--- src/rtl/timer_unit_pkg.sv ---
package timer_unit_pkg;

   // register byte offsets, one aligned word each
   localparam logic [7:0] OFS_FIRST_PRE   = 8'h00;
   localparam logic [7:0] OFS_FIRST_CNT   = 8'h04;
   localparam logic [7:0] OFS_WIDE_LOW    = 8'h08;
   localparam logic [7:0] OFS_WIDE_HIGH   = 8'h0c;
   localparam logic [7:0] OFS_WIDE_MODE   = 8'h10;
   localparam logic [7:0] OFS_THIRD_PRE   = 8'h14;
   localparam logic [7:0] OFS_THIRD_CNT   = 8'h18;
   localparam logic [7:0] OFS_THIRD_MODE  = 8'h1c;
   localparam logic [7:0] OFS_IRQ_FLAGS   = 8'h20;

   // mode register fields; mode, edge and stop in both mode registers, write control and inverted output in the third only
   localparam int MODE_LSB     = 0;
   localparam int EDGE_BIT     = 2;
   localparam int STOP_BIT     = 3;
   localparam int WCTL_BIT     = 4;
   localparam int INV_OUT_BIT  = 5;

   // interrupt request flag positions
   localparam int IRQ_FIRST    = 0;
   localparam int IRQ_WIDE     = 1;
   localparam int IRQ_WIDE_PIN = 2;
   localparam int IRQ_THIRD    = 3;
   localparam int IRQ_THIRD_PIN = 4;
   localparam int IRQ_N        = 5;

   // reset values of latches and counts
   localparam logic [7:0]  RST_BYTE = 8'hff;
   localparam logic [15:0] RST_WORD = 16'hffff;

   typedef enum logic [1:0] {
      WMODE_TIMER,
      WMODE_PERIOD,
      WMODE_EVENT,
      WMODE_PULSE_HL
   } wide_mode_t;

   typedef enum logic [1:0] {
      TMODE_TIMER,
      TMODE_PULSE_OUT,
      TMODE_EVENT,
      TMODE_WIDTH
   } third_mode_t;

endpackage

--- src/rtl/triple_reload_timer_unit.sv ---
`timescale 1ns/100ps
module triple_reload_timer_unit (
   // clock and reset
   input  wire logic                             CLK,
   input  wire logic                             RST_B,
   // AHB-Lite slave
   input  wire logic                             HSEL,
   input  wire logic [7:0]                       HADDR,
   input  wire logic [1:0]                       HTRANS,
   input  wire logic                             HWRITE,
   input  wire logic [2:0]                       HSIZE,
   input  wire logic [31:0]                      HWDATA,
   input  wire logic                             HREADY,
   output logic                                  HREADYOUT,
   output logic      [31:0]                      HRDATA,
   output logic                                  HRESP,
   // selected count sources, one-cycle pulses
   input  wire logic                             FIRST_SRC_TICK,
   input  wire logic                             WIDE_SRC_TICK,
   input  wire logic                             THIRD_SRC_TICK,
   // counter pins
   input  wire logic                             WIDE_TIMER_INPUT_PIN,
   input  wire logic                             THIRD_TIMER_IO_PIN_IN,
   output logic                                  THIRD_TIMER_IO_PIN_OUT,
   output logic                                  THIRD_TIMER_IO_PIN_OE,
   output logic                                  INVERTED_PULSE_PIN,
   // interrupt requests and acceptance
   input  wire logic [timer_unit_pkg::IRQ_N-1:0] IRQ_ACK,
   output logic      [timer_unit_pkg::IRQ_N-1:0] IRQ_REQ
);

   typedef struct packed {
      logic                             dp_write;
      logic                             dp_read;
      logic [7:0]                       dp_addr;
      logic                             hready;
      logic [31:0]                      hrdata;
      timer_unit_pkg::wide_mode_t       wide_mode;
      logic                             wide_edge;
      logic                             wide_stop;
      logic [7:0]                       low_wbuf;
      logic [7:0]                       low_rbuf;
      logic [15:0]                      capt;
      logic                             capt_hold;
      timer_unit_pkg::third_mode_t      third_mode;
      logic                             third_edge;
      logic                             third_stop;
      logic                             third_wctl;
      logic                             inv_valid;
      logic                             pulse;
      logic                             pin_oe;
      logic                             inv_out;
      logic [timer_unit_pkg::IRQ_N-1:0] irq;
   } unit_state_t;

   unit_state_t st_reg;
   unit_state_t st_next;

   // picks the active edge: 0 falling, 1 rising
   function automatic logic sel_edge(input logic edge_sel, input logic rise,
                                     input logic fall);
      sel_edge = edge_sel ? rise : fall;
   endfunction

   // true when a data-phase write targets the given offset
   function automatic logic wr_hit(input unit_state_t s, input logic [7:0] ofs);
      wr_hit = s.dp_write && (s.dp_addr == ofs);
   endfunction

   // synchronised pins
   logic wide_lvl;
   logic wide_rise;
   logic wide_fall;
   logic third_lvl;
   logic third_rise;
   logic third_fall;

   pin_sync u_wide_sync (
      .clk   (CLK),
      .rst_b (RST_B),
      .pin   (WIDE_TIMER_INPUT_PIN),
      .level (wide_lvl),
      .rise  (wide_rise),
      .fall  (wide_fall)
   );

   pin_sync u_third_sync (
      .clk   (CLK),
      .rst_b (RST_B),
      .pin   (THIRD_TIMER_IO_PIN_IN),
      .level (third_lvl),
      .rise  (third_rise),
      .fall  (third_fall)
   );

   // counter wiring
   logic [7:0]  first_pre_val;
   logic [7:0]  first_cnt_val;
   logic [15:0] wide_val;
   logic [7:0]  third_pre_val;
   logic [7:0]  third_cnt_val;
   logic        first_pre_uf;
   logic        first_cnt_uf;
   logic        wide_uf;
   logic        third_pre_uf;
   logic        third_cnt_uf;
   logic        wide_measure;
   logic        wide_act;
   logic        wide_tick;
   logic        third_act;
   logic        third_tick;
   logic        third_wr_count;
   logic [15:0] wide_wdata;

   // period and high/low width modes capture instead of showing the count
   assign wide_measure = (st_reg.wide_mode == timer_unit_pkg::WMODE_PERIOD) ||
                         (st_reg.wide_mode == timer_unit_pkg::WMODE_PULSE_HL);

   // high/low width mode takes both edges whatever the select bit says
   assign wide_act = (st_reg.wide_mode == timer_unit_pkg::WMODE_PULSE_HL) ?
                     (wide_rise | wide_fall) :
                     sel_edge(st_reg.wide_edge, wide_rise, wide_fall);

   // event mode counts pin edges, all other modes the selected source
   assign wide_tick = !st_reg.wide_stop &&
                      ((st_reg.wide_mode == timer_unit_pkg::WMODE_EVENT) ?
                       wide_act : WIDE_SRC_TICK);

   assign third_act = sel_edge(st_reg.third_edge, third_rise, third_fall);

   // third prescaler input depends on mode; stop halts every mode
   always_comb
   begin
      third_tick = 1'b0;
      unique case (st_reg.third_mode)
         timer_unit_pkg::TMODE_TIMER,
         timer_unit_pkg::TMODE_PULSE_OUT:
            third_tick = THIRD_SRC_TICK;
         timer_unit_pkg::TMODE_EVENT:
            third_tick = third_act;
         timer_unit_pkg::TMODE_WIDTH:
            third_tick = THIRD_SRC_TICK && (third_lvl == !st_reg.third_edge);
      endcase
      if (st_reg.third_stop)
         third_tick = 1'b0;
   end

   // write control 1 means latch only
   assign third_wr_count = !st_reg.third_wctl;
   assign wide_wdata     = {HWDATA[7:0], st_reg.low_wbuf};

   // first timer: prescaler then counter, free running
   reload_counter #(.W(8)) u_first_pre (
      .clk       (CLK),
      .rst_b     (RST_B),
      .tick      (FIRST_SRC_TICK),
      .wr_latch  (wr_hit(st_reg, timer_unit_pkg::OFS_FIRST_PRE)),
      .wr_count  (wr_hit(st_reg, timer_unit_pkg::OFS_FIRST_PRE)),
      .reload    (1'b0),
      .wdata     (HWDATA[7:0]),
      .rst_val   (timer_unit_pkg::RST_BYTE),
      .count_val (first_pre_val),
      .underflow (first_pre_uf)
   );

   reload_counter #(.W(8)) u_first_cnt (
      .clk       (CLK),
      .rst_b     (RST_B),
      .tick      (first_pre_uf),
      .wr_latch  (wr_hit(st_reg, timer_unit_pkg::OFS_FIRST_CNT)),
      .wr_count  (wr_hit(st_reg, timer_unit_pkg::OFS_FIRST_CNT)),
      .reload    (1'b0),
      .wdata     (HWDATA[7:0]),
      .rst_val   (timer_unit_pkg::RST_BYTE),
      .count_val (first_cnt_val),
      .underflow (first_cnt_uf)
   );

   // wide timer: one 16-bit counter, loaded only by the high-byte write
   reload_counter #(.W(16)) u_wide (
      .clk       (CLK),
      .rst_b     (RST_B),
      .tick      (wide_tick),
      .wr_latch  (wr_hit(st_reg, timer_unit_pkg::OFS_WIDE_HIGH)),
      .wr_count  (wr_hit(st_reg, timer_unit_pkg::OFS_WIDE_HIGH)),
      .reload    (wide_measure && wide_act),
      .wdata     (wide_wdata),
      .rst_val   (timer_unit_pkg::RST_WORD),
      .count_val (wide_val),
      .underflow (wide_uf)
   );

   // third timer: prescaler then counter, write control chooses the targets
   reload_counter #(.W(8)) u_third_pre (
      .clk       (CLK),
      .rst_b     (RST_B),
      .tick      (third_tick),
      .wr_latch  (wr_hit(st_reg, timer_unit_pkg::OFS_THIRD_PRE)),
      .wr_count  (wr_hit(st_reg, timer_unit_pkg::OFS_THIRD_PRE) && third_wr_count),
      .reload    (1'b0),
      .wdata     (HWDATA[7:0]),
      .rst_val   (timer_unit_pkg::RST_BYTE),
      .count_val (third_pre_val),
      .underflow (third_pre_uf)
   );

   reload_counter #(.W(8)) u_third_cnt (
      .clk       (CLK),
      .rst_b     (RST_B),
      .tick      (third_pre_uf),
      .wr_latch  (wr_hit(st_reg, timer_unit_pkg::OFS_THIRD_CNT)),
      .wr_count  (wr_hit(st_reg, timer_unit_pkg::OFS_THIRD_CNT) && third_wr_count),
      .reload    (1'b0),
      .wdata     (HWDATA[7:0]),
      .rst_val   (timer_unit_pkg::RST_BYTE),
      .count_val (third_cnt_val),
      .underflow (third_cnt_uf)
   );

   // bus, mode, capture, pulse and flag logic
   always_comb
   begin
      logic [15:0]                      wide_rd;
      logic                             rd_now;
      logic                             capt_free;
      logic [timer_unit_pkg::IRQ_N-1:0] irq_set;
      wide_rd   = '0;
      rd_now    = 1'b0;
      capt_free = 1'b0;
      irq_set   = '0;
      st_next   = st_reg;

      // address phase: writes go straight to data phase, reads wait a cycle
      st_next.dp_write = 1'b0;
      rd_now           = st_reg.dp_read && !st_reg.hready;
      if (rd_now)
      begin
         st_next.dp_read = 1'b0;
         st_next.hready  = 1'b1;
      end
      if (HSEL && HREADY && HTRANS[1])
      begin
         st_next.dp_addr  = HADDR;
         st_next.dp_write = HWRITE;
         st_next.dp_read  = !HWRITE;
         st_next.hready   = HWRITE;   // one wait state keeps read data registered
      end

      // reads sample state one edge after the address phase
      wide_rd = wide_measure ? st_reg.capt : wide_val;
      if (rd_now)
      begin
         st_next.hrdata = '0;   // unmapped offsets read zero
         unique case (st_reg.dp_addr)
            timer_unit_pkg::OFS_FIRST_PRE:  st_next.hrdata[7:0] = first_pre_val;
            timer_unit_pkg::OFS_FIRST_CNT:  st_next.hrdata[7:0] = first_cnt_val;
            timer_unit_pkg::OFS_WIDE_HIGH:
            begin
               st_next.hrdata[7:0] = wide_rd[15:8];
               st_next.low_rbuf    = wide_rd[7:0];
            end
            timer_unit_pkg::OFS_WIDE_LOW:   st_next.hrdata[7:0] = st_reg.low_rbuf;
            timer_unit_pkg::OFS_WIDE_MODE:
               st_next.hrdata[5:0] = {2'b00, st_reg.wide_stop, st_reg.wide_edge,
                                      st_reg.wide_mode};
            timer_unit_pkg::OFS_THIRD_PRE:  st_next.hrdata[7:0] = third_pre_val;
            timer_unit_pkg::OFS_THIRD_CNT:  st_next.hrdata[7:0] = third_cnt_val;
            timer_unit_pkg::OFS_THIRD_MODE:
               st_next.hrdata[5:0] = {st_reg.inv_valid, st_reg.third_wctl,
                                      st_reg.third_stop, st_reg.third_edge,
                                      st_reg.third_mode};
            timer_unit_pkg::OFS_IRQ_FLAGS:
               st_next.hrdata[timer_unit_pkg::IRQ_N-1:0] = st_reg.irq;
            default:                        st_next.hrdata = '0;
         endcase
      end

      // the low-byte read ends the pair and frees the held capture
      capt_free = !st_reg.capt_hold ||
                  (rd_now && (st_reg.dp_addr == timer_unit_pkg::OFS_WIDE_LOW));
      if (!capt_free)
         st_next.capt_hold = 1'b1;
      else
         st_next.capt_hold = 1'b0;
      if (wide_measure && wide_act && capt_free)
      begin
         st_next.capt      = wide_val;
         st_next.capt_hold = 1'b1;
      end

      // byte buffer for the wide write pair
      if (wr_hit(st_reg, timer_unit_pkg::OFS_WIDE_LOW))
         st_next.low_wbuf = HWDATA[7:0];

      // mode registers
      if (wr_hit(st_reg, timer_unit_pkg::OFS_WIDE_MODE))
      begin
         st_next.wide_mode = timer_unit_pkg::wide_mode_t'(HWDATA[1:0]);
         st_next.wide_edge = HWDATA[timer_unit_pkg::EDGE_BIT];
         st_next.wide_stop = HWDATA[timer_unit_pkg::STOP_BIT];
      end
      if (wr_hit(st_reg, timer_unit_pkg::OFS_THIRD_MODE))
      begin
         st_next.third_mode = timer_unit_pkg::third_mode_t'(HWDATA[1:0]);
         st_next.third_edge = HWDATA[timer_unit_pkg::EDGE_BIT];
         st_next.third_stop = HWDATA[timer_unit_pkg::STOP_BIT];
         st_next.third_wctl = HWDATA[timer_unit_pkg::WCTL_BIT];
         st_next.inv_valid  = HWDATA[timer_unit_pkg::INV_OUT_BIT];
         st_next.pulse      = !HWDATA[timer_unit_pkg::EDGE_BIT];
      end

      // pulse output toggles on each third counter underflow
      if ((st_reg.third_mode == timer_unit_pkg::TMODE_PULSE_OUT) && third_cnt_uf)
         st_next.pulse = !st_reg.pulse;
      st_next.pin_oe  = (st_next.third_mode == timer_unit_pkg::TMODE_PULSE_OUT);
      st_next.inv_out = st_next.inv_valid && !st_next.pulse;

      // request flag sources
      irq_set[timer_unit_pkg::IRQ_FIRST]     = first_cnt_uf;
      irq_set[timer_unit_pkg::IRQ_WIDE]      = wide_uf;
      irq_set[timer_unit_pkg::IRQ_WIDE_PIN]  = wide_act;
      irq_set[timer_unit_pkg::IRQ_THIRD]     = third_cnt_uf;
      irq_set[timer_unit_pkg::IRQ_THIRD_PIN] = third_act &&
         (st_reg.third_mode != timer_unit_pkg::TMODE_PULSE_OUT);

      // clears by zero write or acceptance, a new event wins over both
      st_next.irq = st_reg.irq & ~IRQ_ACK;
      if (wr_hit(st_reg, timer_unit_pkg::OFS_IRQ_FLAGS))
         st_next.irq = st_next.irq & HWDATA[timer_unit_pkg::IRQ_N-1:0];
      st_next.irq = st_next.irq | irq_set;
   end

   // bus, mode, capture, pulse and flag state in one register; counters and synchronisers keep their own
   always_ff @(posedge CLK or negedge RST_B)
   begin
      if (!RST_B)
      begin
         st_reg        <= '0;
         st_reg.hready <= 1'b1;
         st_reg.pulse  <= 1'b1;
      end
      else
         st_reg <= st_next;
   end

   // outputs straight from the state register, except HRESP tied low
   assign HREADYOUT              = st_reg.hready;
   assign HRDATA                 = st_reg.hrdata;
   assign HRESP                  = 1'b0;
   assign THIRD_TIMER_IO_PIN_OUT = st_reg.pulse;
   assign THIRD_TIMER_IO_PIN_OE  = st_reg.pin_oe;
   assign INVERTED_PULSE_PIN     = st_reg.inv_out;
   assign IRQ_REQ                = st_reg.irq;

endmodule

--- src/rtl/reload_counter.sv ---
`timescale 1ns/100ps
module reload_counter #(
   parameter int W = 8
) (
   // clock and reset
   input  wire logic         clk,
   input  wire logic         rst_b,
   // control
   input  wire logic         tick,
   input  wire logic         wr_latch,
   input  wire logic         wr_count,
   input  wire logic         reload,
   input  wire logic [W-1:0] wdata,
   input  wire logic [W-1:0] rst_val,
   // status
   output logic      [W-1:0] count_val,
   output logic              underflow
);

   typedef struct packed {
      logic [W-1:0] latch;
      logic [W-1:0] cnt;
   } cnt_state_t;

   cnt_state_t st_reg;
   cnt_state_t st_next;

   // a software write to the count wins over counting in the same cycle
   assign underflow = tick && !wr_count && !reload && (st_reg.cnt == '0);
   assign count_val = st_reg.cnt;

   // next state: write, forced reload, then counting
   always_comb
   begin
      st_next = st_reg;
      if (wr_latch)
         st_next.latch = wdata;
      if (wr_count)
         st_next.cnt = wdata;
      else if (reload)
         st_next.cnt = st_reg.latch;
      else if (underflow)
         st_next.cnt = st_reg.latch;   // reload on the pulse after zero
      else if (tick)
         st_next.cnt = st_reg.cnt - 1'b1;
   end

   // reset loads all ones, a fixed constant; the rst_val input is not used
   always_ff @(posedge clk or negedge rst_b)
   begin
      if (!rst_b)
         st_reg <= '1;
      else
         st_reg <= st_next;
   end

endmodule

--- src/rtl/pin_sync.sv ---
`timescale 1ns/100ps
module pin_sync (
   // clock and reset
   input  wire logic clk,
   input  wire logic rst_b,
   // raw pin
   input  wire logic pin,
   // synchronised level and edges
   output logic      level,
   output logic      rise,
   output logic      fall
);

   typedef struct packed {
      logic s1;
      logic s2;
      logic s3;
   } sync_state_t;

   sync_state_t st_reg;
   sync_state_t st_next;

   // s1 feeds s2 only; edges come from s2 against s3
   always_comb
   begin
      st_next    = st_reg;
      st_next.s1 = pin;
      st_next.s2 = st_reg.s1;
      st_next.s3 = st_reg.s2;
   end

   always_ff @(posedge clk or negedge rst_b)
   begin
      if (!rst_b)
         st_reg <= '0;
      else
         st_reg <= st_next;
   end

   assign level = st_reg.s2;
   assign rise  = st_reg.s2 & ~st_reg.s3;
   assign fall  = ~st_reg.s2 & st_reg.s3;

endmodule

--- config.mk ---
export PLATFORM = sky130hd
export DESIGN_NAME = triple_reload_timer_unit
export DESIGN_NICKNAME = d
export VERILOG_FILES = /design/src/rtl/timer_unit_pkg.sv /design/src/rtl/triple_reload_timer_unit.sv /design/src/rtl/reload_counter.sv /design/src/rtl/pin_sync.sv
export SDC_FILE = /design/constraint.sdc
export NUM_CORES = 1
export LEC_CHECK = 0
export BUFFER_PORTS_ARGS = -buffer_cell sky130_fd_sc_hd__buf_2
export CAP_MARGIN = 0
export CORE_MARGIN = 2
export CORE_UTILIZATION = 27
export DETAILED_ROUTE_END_ITERATION = 6
export PLACE_DENSITY = 0.42
export SLEW_MARGIN = 10
export SYNTH_ARGS = -nofsm -noshare
export SYNTH_HDL_FRONTEND = slang
export SYNTH_SLANG_ARGS = --single-unit
--- constraint.sdc ---
create_clock -name CLK -period 6.4 [get_ports CLK]
set_clock_uncertainty 0.2 [all_clocks]
set_input_delay 0.64 -clock CLK [delete_from_list [all_inputs] [get_ports CLK]]
set_output_delay 0.64 -clock CLK [all_outputs]
set_load 0.1 [all_outputs]
==> flow_summary.toml, run 1 <==
[power_and_ir_drop]
p_leak_nw = 4.220
ir_worst_vdd_mv = 0.2422
power_density_nw_per_um2 = 338.5
power_mw = 3.509

[cells_and_area]
fillers = 3603
layout-drive-gt1-share_pct = 26.09
most-common-layout-cells = "nand2_1 (183), dfstp_2 (98), dfrtp_1 (74), o21ai_0 (73), nor2_1 (64)"
fin_nets = 1064
num_antenna_cells = 0
multiInputGateArea_sq_um = 4364
layout_commonest_cell = "nand2_1"
largest_reg_flops = 53
area_growth_pct = 11.57
ff_latch_area_sq_um = 4427

[cts]
cts_buffers = 17
cts_tree = "built"
cts_num_sinks = 172
htreeDepth = 4
cts_hold_buf = 0
path_clk_slew_ns = 0.07
clk_latency_ns = 0.44
root_buffer = "clkbuf_16"
post_cts_buffers = 0
cts-resized-gates = 0
clockBufferDepth = 2

[detailed_routing]
first_pass_iters = 5
drc = 0
antenna_left = 0
routedWlPerCell_um = 19.50
vias = 7325
drtIter0Drc = 463
vias_per_cell = 5.031
totalWireLength_um = 28390

[sta]
timing.fmax_mhz = 292.0
layout_setup_ws_ns = 2.975
tns_ns = 0
setup_viol = 0
hold_viol = 0
rsz0062_at_grt = "no"
relSlewSlack_pct = 27.65
fin_crit_sh_pct = 53.52
worst_pin_slew_ns = 1.077
maxSlewViolCount = 0
min_period_ns = 3.425

[synthesis]
yosysWarnings = 0
ys_seq_elements = 172
ys_types = 76
synth_flop_cell = "dfstp_2"
async_reset_ff_share_pct = 100.0
syn_area_sq_um = 9291
syn_inst = 982
synth_edf_count = 0
ys_seq_area_share_pct = 47.64
syn_avg_cell_area_sq_um = 9.462

[setup_path]
endpoint = "u_first_pre.count_val[3]"
crit_required_ns = 6.55
cp_cell_sequence = "or4_1 > nor3_4 > or4_1 > mux2_2 > a22oi_1 > o21ai_0"
ff2ff_setup_slack_ns = 2.97
r2r-start = "st_reg[87]"
worstPathArrival_ns = 3.57
reg2reg_depth = 6
crit_type = "reg -> reg"
critPathCaptureType = "flop"
cp_common_cell = "or4_1"
rr_endpoint = "u_first_pre.count_val[3]"
critPathMaxStageDelay_ns = 0.66
startpoint_type = "flop"
critPathSlowestCell = "dfrtp_1"
crit_fanout = 22
startpoint = "st_reg[87]"

[floorplan]
core_area_sq_um = 33700
dieArea_sq_um = 35910
die_w_um = 189.5
start_util_pct = 27.57
die_h_um = 189.5
pin_count = 102
num_rows = 67

[placed_design]
dp_hpwl_um = 19530
io_buffers = 48
gp_congestion = 0.8035
pre_cts_ws_ns = 2.972

[min_path]
min_path_type = "in -> async"

[grt]
antenna_found_initial = 2
grt_pass1_vias = 7097
use_met1_pct = 24.45
grt_remaining_overflow = 0
gr-max-usage-layer = "met1"
grt_max_degree = 72
use_met2_pct = 24.06
grt_pass1_wl_um = 43900
groute.usage.overall_pct = 16.14
grt_use_met3_pct = 2.206

[run_status]
status = "complete, no violations"

[flow_run]
cap_violations = 0
Yosys cell counts (all sizes together) (3+ instances only):
library cell / instances / area, sq um
nand4: 5 / 31.28
ha: 9 / 112.6
a32oi: 7 / 61.31
dfrtp: 74 / 1852
o2bb2ai: 3 / 26.28
xor2: 4 / 35.03
o21a: 4 / 30.03
dfstp: 98 / 2575
o311ai: 3 / 26.28
buf: 52 / 352.8
and3: 3 / 18.77
nand3: 25 / 125.1
a221oi: 5 / 43.79
nand2b: 6 / 37.54
mux2: 59 / 664.4
or4: 7 / 52.55
a21oi: 30 / 153.9
clkbuf: 39 / 147.6
a211oi: 10 / 80.07
o21ai: 74 / 370.4
nor2b: 11 / 68.82
nand2: 183 / 686.9
o211ai: 14 / 105.1
nor4: 12 / 75.07
mux2i: 23 / 230.2
o22ai: 10 / 62.56
o22a: 4 / 35.03
nor3: 20 / 116.4
a31oi: 12 / 75.07
nor2: 65 / 251.5
inv: 29 / 108.9
or4b: 3 / 30.03
nor3b: 4 / 30.03
nand3b: 6 / 45.04
and2: 4 / 25.03
o31ai: 8 / 60.06
or3: 8 / 50.05
a22oi: 9 / 67.56
nor4b: 3 / 26.28
worst max-delay path, delay by kind of cell (launching register included):
| family | cells | cell delay [ns] |
|---|---|---|
| simple gates | 3 | 1.77 |
| flops | 1 | 0.66 |
| mux | 1 | 0.40 |
| compound gates | 2 | 0.29 |
worst min path at each step:
stage	end	startpoint	slack [ns]
after floorplan	u_third_sync.level	u_third_sync.st_next[1]	0.13
after global placement	u_wide_sync.level	u_wide_sync.st_next[1]	0.14
after CTS	st_reg[48]	RST_B	0.05
final	u_wide_sync.level	RST_B	0.02
after detailed placement	u_wide_sync.level	u_wide_sync.st_next[1]	0.14
after global routing	u_wide_sync.level	RST_B	0.07
report_power, final:
group	total, mW	internal [mW]	switching (mW)
clock	1.03	0.524	0.501
combinational	0.875	0.307	0.569
sequential	1.61	1.36	0.252
per-stage QoR:
step                hold slack [ns]  area (sq um)  cells  utilization [%]
finish                      0.02275         10370   1456            30.76
global route                0.06943         10370   1456            30.76
CTS                         0.05029         10370   1456            30.76
detailed placement           0.1434          9804   1424            29.09
global placement             0.1361          9804   1424            29.09
floorplan                    0.1312          9382   1006                -
cells by family after synthesis:
kind of cell | Yosys count | share of synthesized area (%)
buffers and inverters | 120 | 6.558
other | 1 | 0.04036
xor gates and xnor gates | 6 | 0.5656
AOI/OAI and AO/OA | 218 | 15.32
muxes | 83 | 9.871
adders and majority gates | 9 | 1.212
and+or+nand+nor | 373 | 18.79
DFF | 172 | 47.64
final cells by class:
| cell class | count | share of cell area [%] |
|---|---|---|
| inverter | 29 | 1.050 |
| timing repair buffer | 61 | 3.319 |
| sequential | 172 | 42.70 |
| multi-input combinational | 714 | 42.10 |
| tap | 448 | 5.407 |
| clock buffer | 18 | 4.237 |
| clock inverter | 14 | 1.183 |
per-layer routing:
layer / up-vias / wire (um) / share of wire [%]
met2: 163 / 12260 / 43
li1: 3475 / - / -
met5: - / 0 / 0
met3: 24 / 940 / 3.3
met1: 3663 / 14810 / 52
met4: 0 / 382 / 1.3
Note: power is estimated with default switching activity, not from simulation.
==> run 2: changes to the inputs <==
==> constraint.sdc (replaced) <==
create_clock -name CLK -period 3.55 [get_ports CLK]
set_clock_uncertainty 0.2 [all_clocks]
set_input_delay 0.355 -clock CLK [delete_from_list [all_inputs] [get_ports CLK]]
set_output_delay 0.355 -clock CLK [all_outputs]
set_load 0.1 [all_outputs]
==> flow_summary.toml, run 2 (synthesis results as in run 1) <==
[run_status]
status = "complete, no violations"

[cts]
cts_num_sinks = 172
htreeDepth = 4
clk_latency_ns = 0.44
cts-resized-gates = 0
cts_tree = "built"
path_clk_slew_ns = 0.07
cts_buffers = 17
clockBufferDepth = 2
root_buffer = "clkbuf_16"

[detailed_routing]
routedWlPerCell_um = 19.19
totalWireLength_um = 28590
first_pass_iters = 7
antenna_left = 0
route.met3.wl_um = 1273
wl_met1_um = 14300
vias = 7397
drc = 0
vias_per_cell = 4.964
drtIter0Drc = 524
wl_met2_um = 12580
top_layer_used = "met5"

[min_path]
hold_start = "IRQ_ACK[1]"
hold_depth = 4
min_path_type = "in -> reg"
min_to = "IRQ_REQ[1]"

[placed_design]
io_buffers = 48
placed_area_sq_um = 9947
dp_hpwl_um = 20020
gp_congestion = 0.8123

[sta]
relSlewSlack_pct = 43.44
tns_ns = 0
rsz0062_at_grt = "no"
maxSlewViolCount = 0
min_period_ns = 2.901
hold_viol = 0
timing.fmax_mhz = 344.7
setup_viol = 0
fin_crit_sh_pct = 81.72
worst_pin_slew_ns = 0.8470

[cells_and_area]
num_antenna_cells = 0
fin_nets = 1098
area_growth_pct = 15.19
fillers = 3509
largest_reg_flops = 53
design_area_sq_um = 10700
most-common-layout-cells = "nand2_1 (183), dfstp_2 (98), dfrtp_1 (74), o21ai_0 (73), nor2_1 (64)"
final_util_pct = 31.76
layout_commonest_cell = "nand2_1"
layout-drive-gt1-share_pct = 26.97

[setup_path]
r2r-start = "u_first_pre.count_val[0]"
crit_required_ns = 3.72
reg2reg_depth = 8
crit_type = "reg -> reg"
worstPathArrival_ns = 3.08
rr_endpoint = "u_first_cnt.count_val[6]"
startpoint_type = "flop"
ff2ff_setup_slack_ns = 0.65
crit_fanout = 7
critPathCaptureType = "flop"

[grt]
grt_remaining_overflow = 0
grt_pass1_vias = 7344
antenna_found_initial = 2
grt_pass1_wl_um = 44660
groute.usage.overall_pct = 16.43
grt_max_degree = 57

[floorplan]
core_area_sq_um = 33700
die_w_um = 189.5
die_h_um = 189.5
num_rows = 67
dieArea_sq_um = 35910
pin_count = 102
start_util_pct = 27.57

[power_and_ir_drop]
power_density_nw_per_um2 = 605.0
power_mw = 6.475
ir_worst_vdd_mv = 0.5750
p_leak_nw = 4.397

[flow_run]
cap_violations = 0
-- run 2: cell types whose count changed in the layout (fill, tap and decap cells not counted), sizes merged --
cell | before | now
buf | 61 | 80
bufinv | 0 | 2
clkbuf | 18 | 19
clkinv | 2 | 4
clkinvlp | 1 | 0
dlygate4sd3 | 0 | 15
inv | 40 | 36
-- run 2: metrics by stage --
stage          std cells  hold slack [ns]  setup WS (ns)
2_1_floorplan       1006          -0.1406         0.9296
3_3_place_gp        1443           0.1338         0.6540
3_5_place_dp        1443           0.1410         0.6362
4_1_cts             1490         0.001062         0.6190
5_1_grt             1490          0.05820         0.3912
6_report            1490          0.03385         0.6488
-- run 2: how the worst max path moves through the flow --
stage,from,to,slack [ns],cells past startpoint
after floorplan,st_reg[88],st_reg[20],0.93,8
after global routing,st_reg[11],u_third_cnt.count_val[2],0.39,6
after CTS,u_first_pre.count_val[0],u_first_cnt.count_val[6],0.62,8
after global placement,u_first_pre.count_val[0],u_first_cnt.count_val[6],0.65,8
after detailed placement,u_first_pre.count_val[0],u_first_cnt.count_val[6],0.64,8
final,u_first_pre.count_val[0],u_first_cnt.count_val[6],0.65,8
-- run 2: what timing repair did --
action | CTS | global route
endpoints found under the hold margin | 42 | 0
buffers inserted | 0 | 0
hold buffers | 15 | 0
-- run 2: power breakdown --
| group | total (mW) | internal [mW] | switching (mW) |
|---|---|---|---|
| Clock | 1.97 | 1.10 | 0.872 |
| Combinational | 1.63 | 0.581 | 1.04 |
| Sequential | 2.88 | 2.45 | 0.434 |
| Total | 6.47 | 4.12 | 2.35 |
-- run 2: metal layers --
metal,track usage (%),vias up
met5,0,-
met4,4.234,4
met3,2.910,23
met2,24.75,165
met1,24.18,3662
li1,-,3543
-- run 2: cell type report --
cell class	instances	area, sq um	area share (%)
clock buffer	19	454.2	4.244
sequential	172	4427	41.36
clock inverter	13	151.4	1.415
timing repair buffer	95	636.9	5.950
multi-input combinational	714	4364	40.78
inverter	29	108.9	1.017
tap	448	560.5	5.237
-- run 2: worst max-delay path: stages, from the launching register on --
cell       delay, ns
dfstp_2         0.40
inv_1           0.09
ha_1            0.18
nand4bb_1       0.17
or3_1           0.43
or4_1           0.67
nor4_1          0.37
mux2i_1         0.23
a21oi_1         0.08
==> run 3: changes to the inputs <==
==> constraint.sdc (replaced) <==
create_clock -name CLK -period 2.9 [get_ports CLK]
set_clock_uncertainty 0.2 [all_clocks]
set_input_delay 0.29 -clock CLK [delete_from_list [all_inputs] [get_ports CLK]]
set_output_delay 0.29 -clock CLK [all_outputs]
set_load 0.1 [all_outputs]
==> flow_summary.toml, run 3 (synthesis results as in run 1) <==
[run_status]
status = "complete, no violations"

[cts]
post_cts_buffers = 0
cts_tree = "built"
cts_buffers = 17
cts_num_sinks = 172
root_buffer = "clkbuf_16"
htreeDepth = 4
path_clk_slew_ns = 0.07
clockBufferDepth = 2
clk_latency_ns = 0.44

[detailed_routing]
routedWlPerCell_um = 19.35
drtIter0Drc = 508
drc = 0
antenna_left = 0
vias = 7455
totalWireLength_um = 29180
vias_per_cell = 4.944
first_pass_iters = 5

[grt]
grt_pass1_vias = 7330
groute.usage.overall_pct = 16.67
grt_pass1_wl_um = 45290
grt_max_degree = 63
grt_remaining_overflow = 0
antenna_found_initial = 0

[floorplan]
die_w_um = 189.5
core_area_sq_um = 33700
num_rows = 67
die_h_um = 189.5
start_util_pct = 27.57
pin_count = 102
dieArea_sq_um = 35910

[min_path]
hold_depth = 3
min_path_type = "in -> reg"
min_to = "u_first_cnt.st_reg[14]"
hold_start = "HWDATA[6]"

[cells_and_area]
most-common-layout-cells = "nand2_1 (183), dfstp_2 (98), dfrtp_1 (74), o21ai_0 (73), nor2_1 (64)"
largest_reg_flops = 53
num_antenna_cells = 0
fin_nets = 1116
layout_commonest_cell = "nand2_1"
layout-drive-gt1-share_pct = 28.02
design_area_sq_um = 10860
fillers = 3543
area_growth_pct = 16.85
ff_latch_area_sq_um = 4427
multiInputGateArea_sq_um = 4370

[sta]
worst_pin_slew_ns = 1.052
rsz0062_at_grt = "no"
setup_viol = 0
hold_viol = 0
maxSlewViolCount = 0
timing.fmax_mhz = 365.3
fin_crit_sh_pct = 94.39
relSlewSlack_pct = 29.77
layout_setup_ws_ns = 0.1628
min_period_ns = 2.737
tns_ns = 0

[setup_path]
crit_type = "reg -> reg"
reg2reg_depth = 9
r2r-start = "u_first_pre.count_val[0]"
crit_required_ns = 3.06
ff2ff_setup_slack_ns = 0.16
critPathCaptureType = "flop"
startpoint_type = "flop"
crit_fanout = 11
worstPathArrival_ns = 2.89
rr_endpoint = "u_first_cnt.count_val[0]"

[placed_design]
dp_hpwl_um = 20610
io_buffers = 48
placed_area_sq_um = 10080
pre_cts_ws_ns = 0.1960
gp_congestion = 0.8337

[power_and_ir_drop]
p_leak_nw = 4.471
power_density_nw_per_um2 = 730.9
ir_worst_vdd_mv = 0.6467

[flow_run]
cap_violations = 0
==> run 3: how the worst max path moves through the flow <==
stage | start | end | slack [ns] | depth (start not counted)
4_1_cts | u_first_pre.count_val[0] | u_first_cnt.count_val[6] | 0.16 | 8
3_3_place_gp | u_first_pre.count_val[0] | u_first_cnt.count_val[6] | 0.21 | 8
3_5_place_dp | u_first_pre.count_val[0] | u_first_cnt.count_val[0] | 0.20 | 9
6_report | u_first_pre.count_val[0] | u_first_cnt.count_val[0] | 0.16 | 9
2_1_floorplan | st_reg[88] | st_reg[20] | 0.28 | 8
5_1_grt | u_first_pre.count_val[0] | u_first_cnt.count_val[6] | 0.002 | 8
==> run 3: timing repair <==
item                                    CTS  global route
endpoints found under the setup margin    0             1
hold endpoints to repair                 39             0
gates resized for setup                   0             1
hold buffers                             18             0
==> run 3: through the flow <==
step                      utilization, %  hold WS, ns  power (mW)  std cells
after floorplan                        -      -0.2056       4.959       1006
after global placement             29.93       0.1343       5.576       1458
after detailed placement           29.93       0.1378       5.589       1458
after CTS                          32.20      0.02952       8.002       1508
after global routing               32.22      0.04258       8.384       1508
final                              32.22      0.03089       7.936       1508
==> run 3: layout make-up <==
class,count,share of cell area (%)
Clock buffer,18,3.953
Sequential cell,172,40.77
Multi-Input combinational cell,714,40.26
Clock inverter,14,1.441
Timing Repair Buffer,113,7.410
Tap cell,448,5.163
Inverter,29,1.003
==> run 3: power by group <==
| group | total [mW] | internal (mW) | leakage (nW) | switching [mW] |
|---|---|---|---|---|
| logic | 2.04 | 0.740 | 2.27 | 1.30 |
| clock network | 2.36 | 1.29 | 0.280 | 1.07 |
| registers | 3.54 | 2.99 | 1.92 | 0.546 |
| total | 7.94 | 5.02 | 4.47 | 2.91 |
==> run 3: metal layers <==
| metal | global-route usage (%) | share of wire [%] | vias to the layer above |
|---|---|---|---|
| met2 | 25.42 | 44 | 162 |
| met4 | 4.353 | 1.4 | 0 |
| met5 | 0 | 0 | - |
| li1 | - | - | 3574 |
| met3 | 2.706 | 3.6 | 24 |
| met1 | 24.41 | 51 | 3695 |
==> run 3: critical path: stages (launching register included) <==
cell and delay (ns):
dfstp_2 0.39, inv_1 0.09, ha_1 0.17, nand4bb_1 0.14, or3_1 0.41, or4_1 0.59
buf_4 0.23, a211oi_1 0.23, a21oi_1 0.06, o21ai_0 0.14
